$ cat src/logic/adccal_pkg.sv
// Package with constants and types for the converter tuning sequencer.
package adccal_pkg;

    // Register byte offsets on the AHB-Lite slave.
    localparam logic [7:0] ADDR_CTRL = 8'h00;
    localparam logic [7:0] ADDR_STATUS = 8'h04;
    localparam logic [7:0] ADDR_IRQ_STAT = 8'h08;
    localparam logic [7:0] ADDR_IRQ_MASK = 8'h0C;
    localparam logic [7:0] ADDR_SPAN = 8'h10;
    localparam logic [7:0] ADDR_CONFIG1 = 8'h14;

    // Field positions.
    localparam int CTRL_EXT_BIT = 0;
    localparam int CFG1_SKIP_TRIM_BIT = 13;
    localparam int IRQ_START_BIT = 0;
    localparam int IRQ_DONE_BIT = 1;
    localparam int IRQ_IGNORED_BIT = 2;
    localparam int IRQ_W = 3;

    // Full-scale range codes in millivolts peak-to-peak.
    localparam logic [9:0] SPAN_LOW_MV = 10'h258;
    localparam logic [9:0] SPAN_HIGH_MV = 10'h320;
    localparam logic [9:0] SPAN_MIN_MV = 10'h230;
    localparam logic [9:0] SPAN_MAX_MV = 10'h348;
    localparam logic [9:0] SPAN_RESET_MV = 10'h320;

    // Request detector figures in sample-clock cycles.
    localparam int REQ_CYCLES = 80;
    localparam logic [7:0] REQ_LAST = 8'(REQ_CYCLES - 1);

    // Delay and calibration lengths, in nanoseconds, with cycle counts derived at 100 MHz.
    localparam longint CLK_PERIOD_NS = 10;
    localparam longint DLY_SHORT_NS = 10_000;
    localparam longint DLY_LONG_NS = 1_000_000;
    localparam longint TUNE_ADC_NS = 5_000;
    localparam longint TUNE_TRIM_NS = 2_000;
    localparam int DLY_SHORT_CYC = int'((DLY_SHORT_NS + CLK_PERIOD_NS - 1) / CLK_PERIOD_NS);
    localparam int DLY_LONG_CYC = int'((DLY_LONG_NS + CLK_PERIOD_NS - 1) / CLK_PERIOD_NS);
    localparam int TUNE_ADC_CYC = int'((TUNE_ADC_NS + CLK_PERIOD_NS - 1) / CLK_PERIOD_NS);
    localparam int TUNE_TRIM_CYC = int'((TUNE_TRIM_NS + CLK_PERIOD_NS - 1) / CLK_PERIOD_NS);
    localparam int CNT_W = 24;

    // Sequencer states.
    typedef enum logic [2:0] {
        ADCCAL_WAIT_CLK,
        ADCCAL_PWR_DELAY,
        ADCCAL_IDLE,
        ADCCAL_ARM,
        ADCCAL_TRIM,
        ADCCAL_CONVERT,
        ADCCAL_SLEEP
    } adccal_state_t;

    // Latched AHB address phase.
    typedef struct packed {
        logic valid;
        logic write;
        logic [7:0] addr;
    } adccal_aphase_t;

    // Request detector phases.
    typedef enum logic [1:0] {
        ADCCAL_REQ_LOW,
        ADCCAL_REQ_HIGH,
        ADCCAL_REQ_ARMED
    } adccal_req_state_t;

endpackage

$ cat src/logic/adccal_req_detect.sv
// Tuning request detector: low then high for the counted cycles.
`timescale 1ns/1ns
`default_nettype none
module adccal_req_detect
    import adccal_pkg::*;
(
    // Clock and reset.
    input wire logic hclk,
    input wire logic hresetn,
    // Request pin and qualifier.
    input wire logic tune_request,
    input wire logic enable,
    // One-cycle pulse when a valid sequence finishes.
    output logic seen
);

    typedef struct packed {
        adccal_req_state_t st;
        logic [7:0] cnt;
        logic seen;
    } adccal_req_reg_t;

    adccal_req_reg_t r_ff;
    adccal_req_reg_t nxt_r;

    // Count the low phase, then the high phase; any early edge restarts.
    always_comb begin
        nxt_r = r_ff;
        nxt_r.seen = 1'b0;
        if (!enable) begin
            nxt_r.st = ADCCAL_REQ_LOW;
            nxt_r.cnt = 8'h00;
        end else begin
            case (r_ff.st)
                ADCCAL_REQ_LOW: begin
                    if (tune_request) begin
                        nxt_r.cnt = 8'h00;
                    end else if (r_ff.cnt == REQ_LAST) begin
                        nxt_r.st = ADCCAL_REQ_ARMED;
                        nxt_r.cnt = 8'h00;
                    end else begin
                        nxt_r.cnt = r_ff.cnt + 8'h01;
                    end
                end
                ADCCAL_REQ_ARMED: begin
                    // Low has lasted long enough; wait for the rise.
                    if (tune_request) begin
                        nxt_r.st = ADCCAL_REQ_HIGH;
                        nxt_r.cnt = 8'h01;
                    end
                end
                ADCCAL_REQ_HIGH: begin
                    if (!tune_request) begin
                        nxt_r.st = ADCCAL_REQ_LOW;
                        nxt_r.cnt = 8'h01;
                    end else if (r_ff.cnt == REQ_LAST) begin
                        // Start falls 80 cycles after the rising transition.
                        nxt_r.seen = 1'b1;
                        nxt_r.st = ADCCAL_REQ_LOW;
                        nxt_r.cnt = 8'h00;
                    end else begin
                        nxt_r.cnt = r_ff.cnt + 8'h01;
                    end
                end
                default: begin
                    nxt_r.st = ADCCAL_REQ_LOW;
                end
            endcase
        end
    end

    // State register.
    always_ff @(posedge hclk or negedge hresetn) begin
        if (!hresetn) begin
            r_ff <= '{st: ADCCAL_REQ_LOW, cnt: 8'h00, seen: 1'b0};
        end else begin
            r_ff <= nxt_r;
        end
    end

    assign seen = r_ff.seen;

endmodule
`default_nettype wire

$ cat src/logic/adccal_span.sv
// Full-scale span selection between pin and programmed value.
`timescale 1ns/1ns
`default_nettype none
module adccal_span
    import adccal_pkg::*;
(
    // Mode and sources.
    input wire logic ext_mode,
    input wire logic input_span_select,
    input wire logic [9:0] span_prog,
    // Resulting span in millivolts.
    output logic [9:0] span_mv
);

    // Programmed value is clamped to the legal window.
    function automatic logic [9:0] clamp_span(input logic [9:0] v);
        if (v < SPAN_MIN_MV) begin
            clamp_span = SPAN_MIN_MV;
        end else if (v > SPAN_MAX_MV) begin
            clamp_span = SPAN_MAX_MV;
        end else begin
            clamp_span = v;
        end
    endfunction

    // Pin choice in normal mode, programmed choice in extended mode.
    always_comb begin
        if (ext_mode) begin
            span_mv = clamp_span(span_prog);
        end else begin
            span_mv = input_span_select ? SPAN_HIGH_MV : SPAN_LOW_MV;
        end
    end

endmodule
`default_nettype wire

$ cat src/logic/adccal_top.sv
// Tuning sequencer of the converter with AHB-Lite registers and interrupt.
//
// Summary of operation
// - Busy indicator high exactly while tuning runs.
// - Output strobe stops during termination trimming.
// - Power-up tuning waits the selected delay.
// - Request pin high at power-up skips tuning.
// - Tuning starts 80 cycles after rising edge.
// - Sleep high at power-up holds delay counter.
// - Extended mode forces the short delay.
// - Power-up and default requests trim both parts.
// - Skip bit omits trim in extended mode only, strobe keeps running.
// - Normal mode span: 600 or 800 mV.
// - Extended mode span from programmed value.
// - No sample clock at power-up: analog stays powered down.
// - Same procedure whatever the clock arrival.
// - Sleep during tuning waits for completion.
// - Requests are ignored while asleep.
`timescale 1ns/1ns
`default_nettype none
module adccal_top
    import adccal_pkg::*;
#(
    parameter int DLY_SHORT = DLY_SHORT_CYC,
    parameter int DLY_LONG = DLY_LONG_CYC,
    parameter int TUNE_ADC = TUNE_ADC_CYC,
    parameter int TUNE_TRIM = TUNE_TRIM_CYC
) (
    // Clock and reset; reset stands for power-up.
    input wire logic hclk,
    input wire logic hresetn,
    // AHB-Lite slave.
    input wire logic hsel,
    input wire logic [31:0] haddr,
    input wire logic [1:0] htrans,
    input wire logic hwrite,
    input wire logic [2:0] hsize,
    input wire logic [31:0] hwdata,
    input wire logic hready,
    output logic [31:0] hrdata,
    output logic hreadyout,
    output logic hresp,
    // Control pins.
    input wire logic tune_request,
    input wire logic tune_delay_select,
    input wire logic sleep_pin,
    input wire logic input_span_select,
    input wire logic sample_clk_present,
    // Status and derived controls.
    output logic tune_in_progress,
    output logic output_strobe,
    output logic analog_powered_down,
    output logic [9:0] span_mv,
    output logic irq
);

    // All module state in one record.
    typedef struct packed {
        adccal_state_t st;
        logic [CNT_W-1:0] cnt;
        logic skip_boot;
        logic trim_this;
        logic busy;
        logic strobe;
        logic asleep;
        logic ana_pd;
        logic [9:0] span;
        logic ext_mode;
        logic skip_trim;
        logic [9:0] span_prog;
        logic [IRQ_W-1:0] irq_stat;
        logic [IRQ_W-1:0] irq_mask;
        logic irq;
        logic [31:0] rdata;
        adccal_aphase_t ap;
        logic boot_seen;
    } adccal_reg_t;

    adccal_reg_t r_ff;
    adccal_reg_t nxt_r;
    logic req_seen;
    logic [9:0] span_sel;
    logic [IRQ_W-1:0] ev;

    localparam logic [CNT_W-1:0] CNT_ONE = CNT_W'(1);

    // Request detector; disabled while asleep so pin activity leaves no partial count behind.
    adccal_req_detect u_req (
        .hclk(hclk),
        .hresetn(hresetn),
        .tune_request(tune_request),
        .enable(!r_ff.asleep && !sleep_pin),
        .seen(req_seen)
    );

    // Span mapping.
    adccal_span u_span (
        .ext_mode(r_ff.ext_mode),
        .input_span_select(input_span_select),
        .span_prog(r_ff.span_prog),
        .span_mv(span_sel)
    );

    // Cycle count of a delay parameter, at the counter width.
    function automatic logic [CNT_W-1:0] cyc(input int n);
        cyc = CNT_W'(n);
    endfunction

    // Word read back at an offset.
    function automatic logic [31:0] rd_word(input adccal_reg_t s, input logic [7:0] a);
        rd_word = 32'h0000_0000;
        if (a == ADDR_CTRL) begin
            rd_word[CTRL_EXT_BIT] = s.ext_mode;
        end else if (a == ADDR_STATUS) begin
            rd_word = {24'h0, s.asleep, s.ana_pd, s.strobe, s.trim_this, s.busy, s.st};
        end else if (a == ADDR_IRQ_STAT) begin
            rd_word[IRQ_W-1:0] = s.irq_stat;
        end else if (a == ADDR_IRQ_MASK) begin
            rd_word[IRQ_W-1:0] = s.irq_mask;
        end else if (a == ADDR_SPAN) begin
            rd_word = {22'h0, s.span_prog};
        end else if (a == ADDR_CONFIG1) begin
            rd_word[CFG1_SKIP_TRIM_BIT] = s.skip_trim;
        end
    endfunction

    // Next-state logic: sequencer, bus slave and interrupt.
    always_comb begin
        nxt_r = r_ff;
        ev = '0;
        nxt_r.span = span_sel;
        if (r_ff.st != ADCCAL_TRIM) begin
            nxt_r.strobe = ~r_ff.strobe;
        end
        // The strap is taken once, on the first clock after reset release.
        if (!r_ff.boot_seen) begin
            nxt_r.boot_seen = 1'b1;
            nxt_r.skip_boot = tune_request;
        end
        case (r_ff.st)
            ADCCAL_WAIT_CLK: begin
                // Analog held down until the sample clock runs; the same
                // path follows in either case.
                nxt_r.ana_pd = 1'b1;
                if (sample_clk_present && r_ff.boot_seen) begin
                    nxt_r.ana_pd = 1'b0;
                    nxt_r.st = ADCCAL_PWR_DELAY;
                    nxt_r.cnt = '0;
                end
            end
            ADCCAL_PWR_DELAY: begin
                // Sleep held at power-up keeps the analog side down as well.
                nxt_r.ana_pd = sleep_pin && !r_ff.skip_boot;
                if (r_ff.skip_boot) begin
                    nxt_r.st = ADCCAL_IDLE;
                end else if (!sleep_pin) begin
                    // Counter frozen while sleep is held.
                    nxt_r.cnt = r_ff.cnt + CNT_ONE;
                    if (r_ff.cnt + CNT_ONE >= ((r_ff.ext_mode || !tune_delay_select) ?
                            cyc(DLY_SHORT) : cyc(DLY_LONG))) begin
                        nxt_r.st = ADCCAL_TRIM;
                        nxt_r.trim_this = 1'b1;
                        nxt_r.busy = 1'b1;
                        nxt_r.cnt = '0;
                        ev[IRQ_START_BIT] = 1'b1;
                    end
                end
            end
            ADCCAL_IDLE: begin
                if (sleep_pin) begin
                    nxt_r.st = ADCCAL_SLEEP;
                    nxt_r.asleep = 1'b1;
                    nxt_r.ana_pd = 1'b1;
                end else if (req_seen) begin
                    nxt_r.busy = 1'b1;
                    nxt_r.cnt = '0;
                    ev[IRQ_START_BIT] = 1'b1;
                    if (r_ff.ext_mode && r_ff.skip_trim) begin
                        nxt_r.trim_this = 1'b0;
                        nxt_r.st = ADCCAL_CONVERT;
                    end else begin
                        nxt_r.trim_this = 1'b1;
                        nxt_r.st = ADCCAL_TRIM;
                    end
                end
            end
            ADCCAL_TRIM: begin
                nxt_r.cnt = r_ff.cnt + CNT_ONE;
                if (r_ff.cnt + CNT_ONE >= cyc(TUNE_TRIM)) begin
                    nxt_r.st = ADCCAL_CONVERT;
                    nxt_r.cnt = '0;
                end
            end
            ADCCAL_CONVERT: begin
                // Sleep is not looked at until the sequence ends.
                nxt_r.cnt = r_ff.cnt + CNT_ONE;
                if (r_ff.cnt + CNT_ONE >= cyc(TUNE_ADC)) begin
                    nxt_r.st = ADCCAL_IDLE;
                    nxt_r.busy = 1'b0;
                    nxt_r.trim_this = 1'b0;
                    nxt_r.cnt = '0;
                    ev[IRQ_DONE_BIT] = 1'b1;
                end
            end
            ADCCAL_SLEEP: begin
                if (req_seen || tune_request) begin
                    ev[IRQ_IGNORED_BIT] = tune_request && !r_ff.irq_stat[IRQ_IGNORED_BIT];
                end
                if (!sleep_pin) begin
                    nxt_r.st = ADCCAL_IDLE;
                    nxt_r.asleep = 1'b0;
                    nxt_r.ana_pd = 1'b0;
                end
            end
            default: begin
                nxt_r.st = ADCCAL_WAIT_CLK;
            end
        endcase
        // Bus data phase: writes use the latched address.
        if (r_ff.ap.valid && r_ff.ap.write) begin
            if (r_ff.ap.addr == ADDR_CTRL) begin
                nxt_r.ext_mode = hwdata[CTRL_EXT_BIT];
            end else if (r_ff.ap.addr == ADDR_IRQ_STAT) begin
                nxt_r.irq_stat = r_ff.irq_stat & ~hwdata[IRQ_W-1:0];
            end else if (r_ff.ap.addr == ADDR_IRQ_MASK) begin
                nxt_r.irq_mask = hwdata[IRQ_W-1:0];
            end else if (r_ff.ap.addr == ADDR_SPAN) begin
                nxt_r.span_prog = hwdata[9:0];
            end else if (r_ff.ap.addr == ADDR_CONFIG1) begin
                nxt_r.skip_trim = hwdata[CFG1_SKIP_TRIM_BIT];
            end
        end
        // A set in the same cycle as a clear wins.
        nxt_r.irq_stat = nxt_r.irq_stat | ev;
        nxt_r.irq = |(nxt_r.irq_stat & nxt_r.irq_mask);
        // Address phase capture; reads answer with zero wait states.
        nxt_r.ap.valid = hsel && hready && htrans[1];
        nxt_r.ap.write = hwrite;
        nxt_r.ap.addr = haddr[7:0];
        nxt_r.rdata = '0;
        if (hsel && hready && htrans[1] && !hwrite) begin
            nxt_r.rdata = rd_word(r_ff, haddr[7:0]);
        end
    end

    // State register.
    always_ff @(posedge hclk or negedge hresetn) begin
        if (!hresetn) begin
            r_ff <= '{st: ADCCAL_WAIT_CLK, span: SPAN_RESET_MV, span_prog: SPAN_RESET_MV,
                      ana_pd: 1'b1, default: '0};
        end else begin
            r_ff <= nxt_r;
        end
    end

    // Outputs straight from the state register; ready and response are constant.
    assign tune_in_progress = r_ff.busy;
    assign output_strobe = r_ff.strobe;
    assign analog_powered_down = r_ff.ana_pd;
    assign span_mv = r_ff.span;
    assign irq = r_ff.irq;
    assign hrdata = r_ff.rdata;
    assign hreadyout = 1'b1;
    assign hresp = 1'b0;

endmodule
`default_nettype wire

$ cat config.mk
export PLATFORM = sky130hd
export DESIGN_NAME = adccal_top
export DESIGN_NICKNAME = d
export VERILOG_FILES = /design/src/logic/adccal_pkg.sv /design/src/logic/adccal_req_detect.sv /design/src/logic/adccal_span.sv /design/src/logic/adccal_top.sv
export SDC_FILE = /design/constraint.sdc
export NUM_CORES = 1
export LEC_CHECK = 0
export BUFFER_PORTS_ARGS = -buffer_cell sky130_fd_sc_hd__buf_2
export CAP_MARGIN = 10
export CORE_UTILIZATION = 40
export CTS_CLUSTER_DIAMETER = 80
export DETAILED_ROUTE_END_ITERATION = 6
export PLACE_DENSITY = 0.72
export RECOVER_POWER = 100
export SLEW_MARGIN = 20
export SYNTH_ARGS = -nofsm -noshare
export SYNTH_HDL_FRONTEND = slang
export SYNTH_SLANG_ARGS = --single-unit
export TNS_END_PERCENT = 1
$ cat constraint.sdc
create_clock -name hclk -period 4.2 [get_ports hclk]
set_clock_uncertainty 0.15 [all_clocks]
set_input_delay 0.21 -clock hclk [delete_from_list [all_inputs] [get_ports hclk]]
set_output_delay 0.21 -clock hclk [all_outputs]
set_load 0.005 [all_outputs]
==> results.sh <==
export IMPL_synth_area_leaders="dfrtp_1 (40%), buf_4 (6.1%), mux2_2 (4.3%)"
export IMPL_io_buffers=54
export IMPL_tns_ps=0
export IMPL_synth_top_area_share=0.3986
export IMPL_grt_util_all_layers=0.1765
export IMPL_hpwl_um=8594
export IMPL_drv_cap=1
export IMPL_required_ps=4280
export IMPL_fmax_mhz=264.3
export IMPL_start_util=0.4139
export IMPL_dieHeight_um=119.5
export IMPL_vias=4455
export IMPL_dr_pass1_iters=5
export IMPL_io_pins=127
export IMPL_synthesis_area_um2=5524
export IMPL_fin_crit_sh=0.9007
export IMPL_synth_cell_types=66
export IMPL_yosys_top_cells_count="dfrtp_1 (88), nand2_1 (54), nor2_1 (47)"
export IMPL_num_antenna_cells=0
export IMPL_timing_rr_start="r_ff[78]"
export IMPL_hold_viol_final=0
export IMPL_synth_edf_count=0
export IMPL_remaining_drc_errors=0
export IMPL_holdCritPathClass="input pin to flip-flop"
export IMPL_grt_pass1_vias=4412
export IMPL_critPathLaunchType="flip-flop"
export IMPL_final_nets=735
export IMPL_ant_nets=0
export IMPL_synth_seq_cells=95
export IMPL_power_density_nw_per_um2=396.9
export IMPL_critPathArrivalTime_ps=3860
export IMPL_status="finished with violations"
export IMPL_drt_iter0_drc=367
export IMPL_pre_cts_ws_ps=616.8
export IMPL_layout_cells_non_filler=823
export IMPL_post_drt_via_cell_ratio=5.413
export IMPL_tightest_slew_ps=3009
export IMPL_crit_type="flip-flop to flip-flop"
export IMPL_synth_most_common_cell="dfrtp_1"
export IMPL_layout_drive_gt1_share=0.1484
export IMPL_ys_seq_area_frac=0.4319
export IMPL_wire_per_inst_um=14.70
export IMPL_synthFlopType="dfrtp_1"
export IMPL_endpoint="r_ff[102]"
export IMPL_antenna_found_initial=1
export IMPL_syn_to_final_growth_pct=12.96
export IMPL_finalSetupViolCount=0
export IMPL_core_region_area_um2=13350
export IMPL_leakage_nw=2.728
export IMPL_dieWidth_um=119.5
export IMPL_synth_async_reset_ratio=1.000
export IMPL_syn_avg_cell_area_um2=9.300
export IMPL_cts_sinks=95
export IMPL_grt_max_degree=58
export IMPL_rsz0062_at_grt="false"
export IMPL_worst_r2r_path_depth=10
export IMPL_final_core_util=0.4675
export IMPL_rows=42
export IMPL_violations="max-capacitance violations, max-slew violations"
export IMPL_clock_root_buffer="clkbuf_16"
export IMPL_peakVddDrop_v=0.0002290
export IMPL_setup_ws_ps=417.1
export IMPL_finalMaxSlewViolations=58
export IMPL_h_tree_depth=3
export IMPL_worstSetupEndpointType="flip-flop"
export IMPL_crit_path_max_fanout=10
export IMPL_grt_pass1_wl_um=20450
export IMPL_rrSetupSlack_ps=420
export IMPL_wirelength_um=12100
export IMPL_startpoint="r_ff[78]"
export IMPL_fin_crit_ps=3783
export IMPL_cts_buffers=9
export IMPL_cts_tree="done"
export IMPL_clk_pin_slew_worst_paths_ps=80
export IMPL_die_area_um2=14280
export IMPL_synth_top_area_cell="dfrtp_1"
export IMPL_rr_endpoint="r_ff[102]"
export IMPL_syn_inst=594
export IMPL_clkLatencyLatePin_ps=350
export IMPL_place_inst=785
export IMPL_ys_warn_count=0
export IMPL_cts_resized=0
export IMPL_maxSlewHeadroom=-1.006
export IMPL_overflow=0
export IMPL_gp_congestion=0.9011
export IMPL_clockBufferDepth=2
-- how the worst min path moves through the flow --
stage / to / slack, ps / cells past startpoint / from
after global routing: r_ff[50] / 8 / 2 / hwdata[0]
after CTS: r_ff[10] / 3 / 3 / hsel
final: r_ff[50] / 8 / 2 / hwdata[0]
after floorplan: hrdata[0] / -240 / 0 / hresetn
after global placement: r_ff[86] / 160 / 1 / hresetn
after detailed placement: r_ff[83] / 160 / 1 / hresetn
-- layer usage --
| layer | vias to the layer above | part of all wire | global-route usage |
|---|---|---|---|
| li1 | 2170 | - | - |
| met1 | 2132 | 0.43 | 0.2195 |
| met2 | 135 | 0.50 | 0.3064 |
| met3 | 16 | 0.049 | 0.02567 |
| met4 | 2 | 0.016 | 0.07109 |
| met5 | - | 0.00066 | 0 |
-- kinds of logic after synthesis --
family                     synth area share
AOI/OAI and AO/OA                    0.1393
and+or+nand+nor                      0.2349
other                              0.001360
DFF                                  0.4319
muxes                               0.05119
xor gates and xnor gates            0.02220
adders and majority gates           0.03171
buffers and inverters               0.08743
-- registers in the layout (all words and copies together), names as in the netlist --
signal,flops
tune_in_progress,1
hrdata,11
irq,1
u_req.r_ff,10
span_mv,10
analog_powered_down,1
output_strobe,1
r_ff,59
u_req.seen,1
-- power by group --
part | internal (mW) | switching [mW]
Clock | 0.483 | 0.394
Sequential | 0.978 | 0.111
Combinational | 0.210 | 0.300
Total | 1.67 | 0.805
-- cell type report --
| class | instances | area (um^2) |
|---|---|---|
| Multi-Input combinational cell | 439 | 2729 |
| Sequential cell | 95 | 2386 |
| Clock inverter | 7 | 97.59 |
| Fill cell | 1261 | 7108 |
| Inverter | 12 | 45.04 |
| Timing Repair Buffer | 85 | 536.8 |
| Clock buffer | 9 | 225.2 |
| Tap cell | 176 | 220.2 |
-- metrics by stage --
stage / instance area [um^2] / power [mW] / hold WS, ps
after global placement: 5733 / 1.582 / 157.0
after detailed placement: 5733 / 1.600 / 162.6
after floorplan: 5610 / 1.456 / -235.6
final: 6240 / 2.476 / 8.200
after CTS: 6276 / 2.496 / 2.877
after global routing: 6240 / 2.611 / 7.700
-- timing repair --
action                    in CTS  in global routing
hold buffers                  22                  0
hold endpoints to repair      77                  0
buffers inserted               0                  0
-- placed cells by master, fill, tap and decap left out, drive strengths merged, types with 9 or more instances in the layout --
cell	synthesis	layout
o21ai	29	29
dlygate4sd3	0	22
mux2	23	23
a21oi	13	13
clkbuf	22	25
nor2	47	47
a22oi	11	11
nor2b	10	10
and2	15	15
nand3	24	24
nand2	54	54
nor3	26	26
ha	14	14
buf	49	47
inv	12	16
nand2b	10	10
dfrtp	88	88
nor4	11	11
nand4	16	16
conb	2	25
xnor2	9	9
-- worst max-delay path: stages, from the launching register on --
cell	delay, ps
dfrtp_1	350
ha_1	340
nand4_1	310
or4_4	660
mux2_4	320
nor4_2	250
a2bb2oi_1	420
nand3b_1	200
o21ai_1	220
nor3_1	120
mux2_1	320
(Power assumes the default switching activity.)
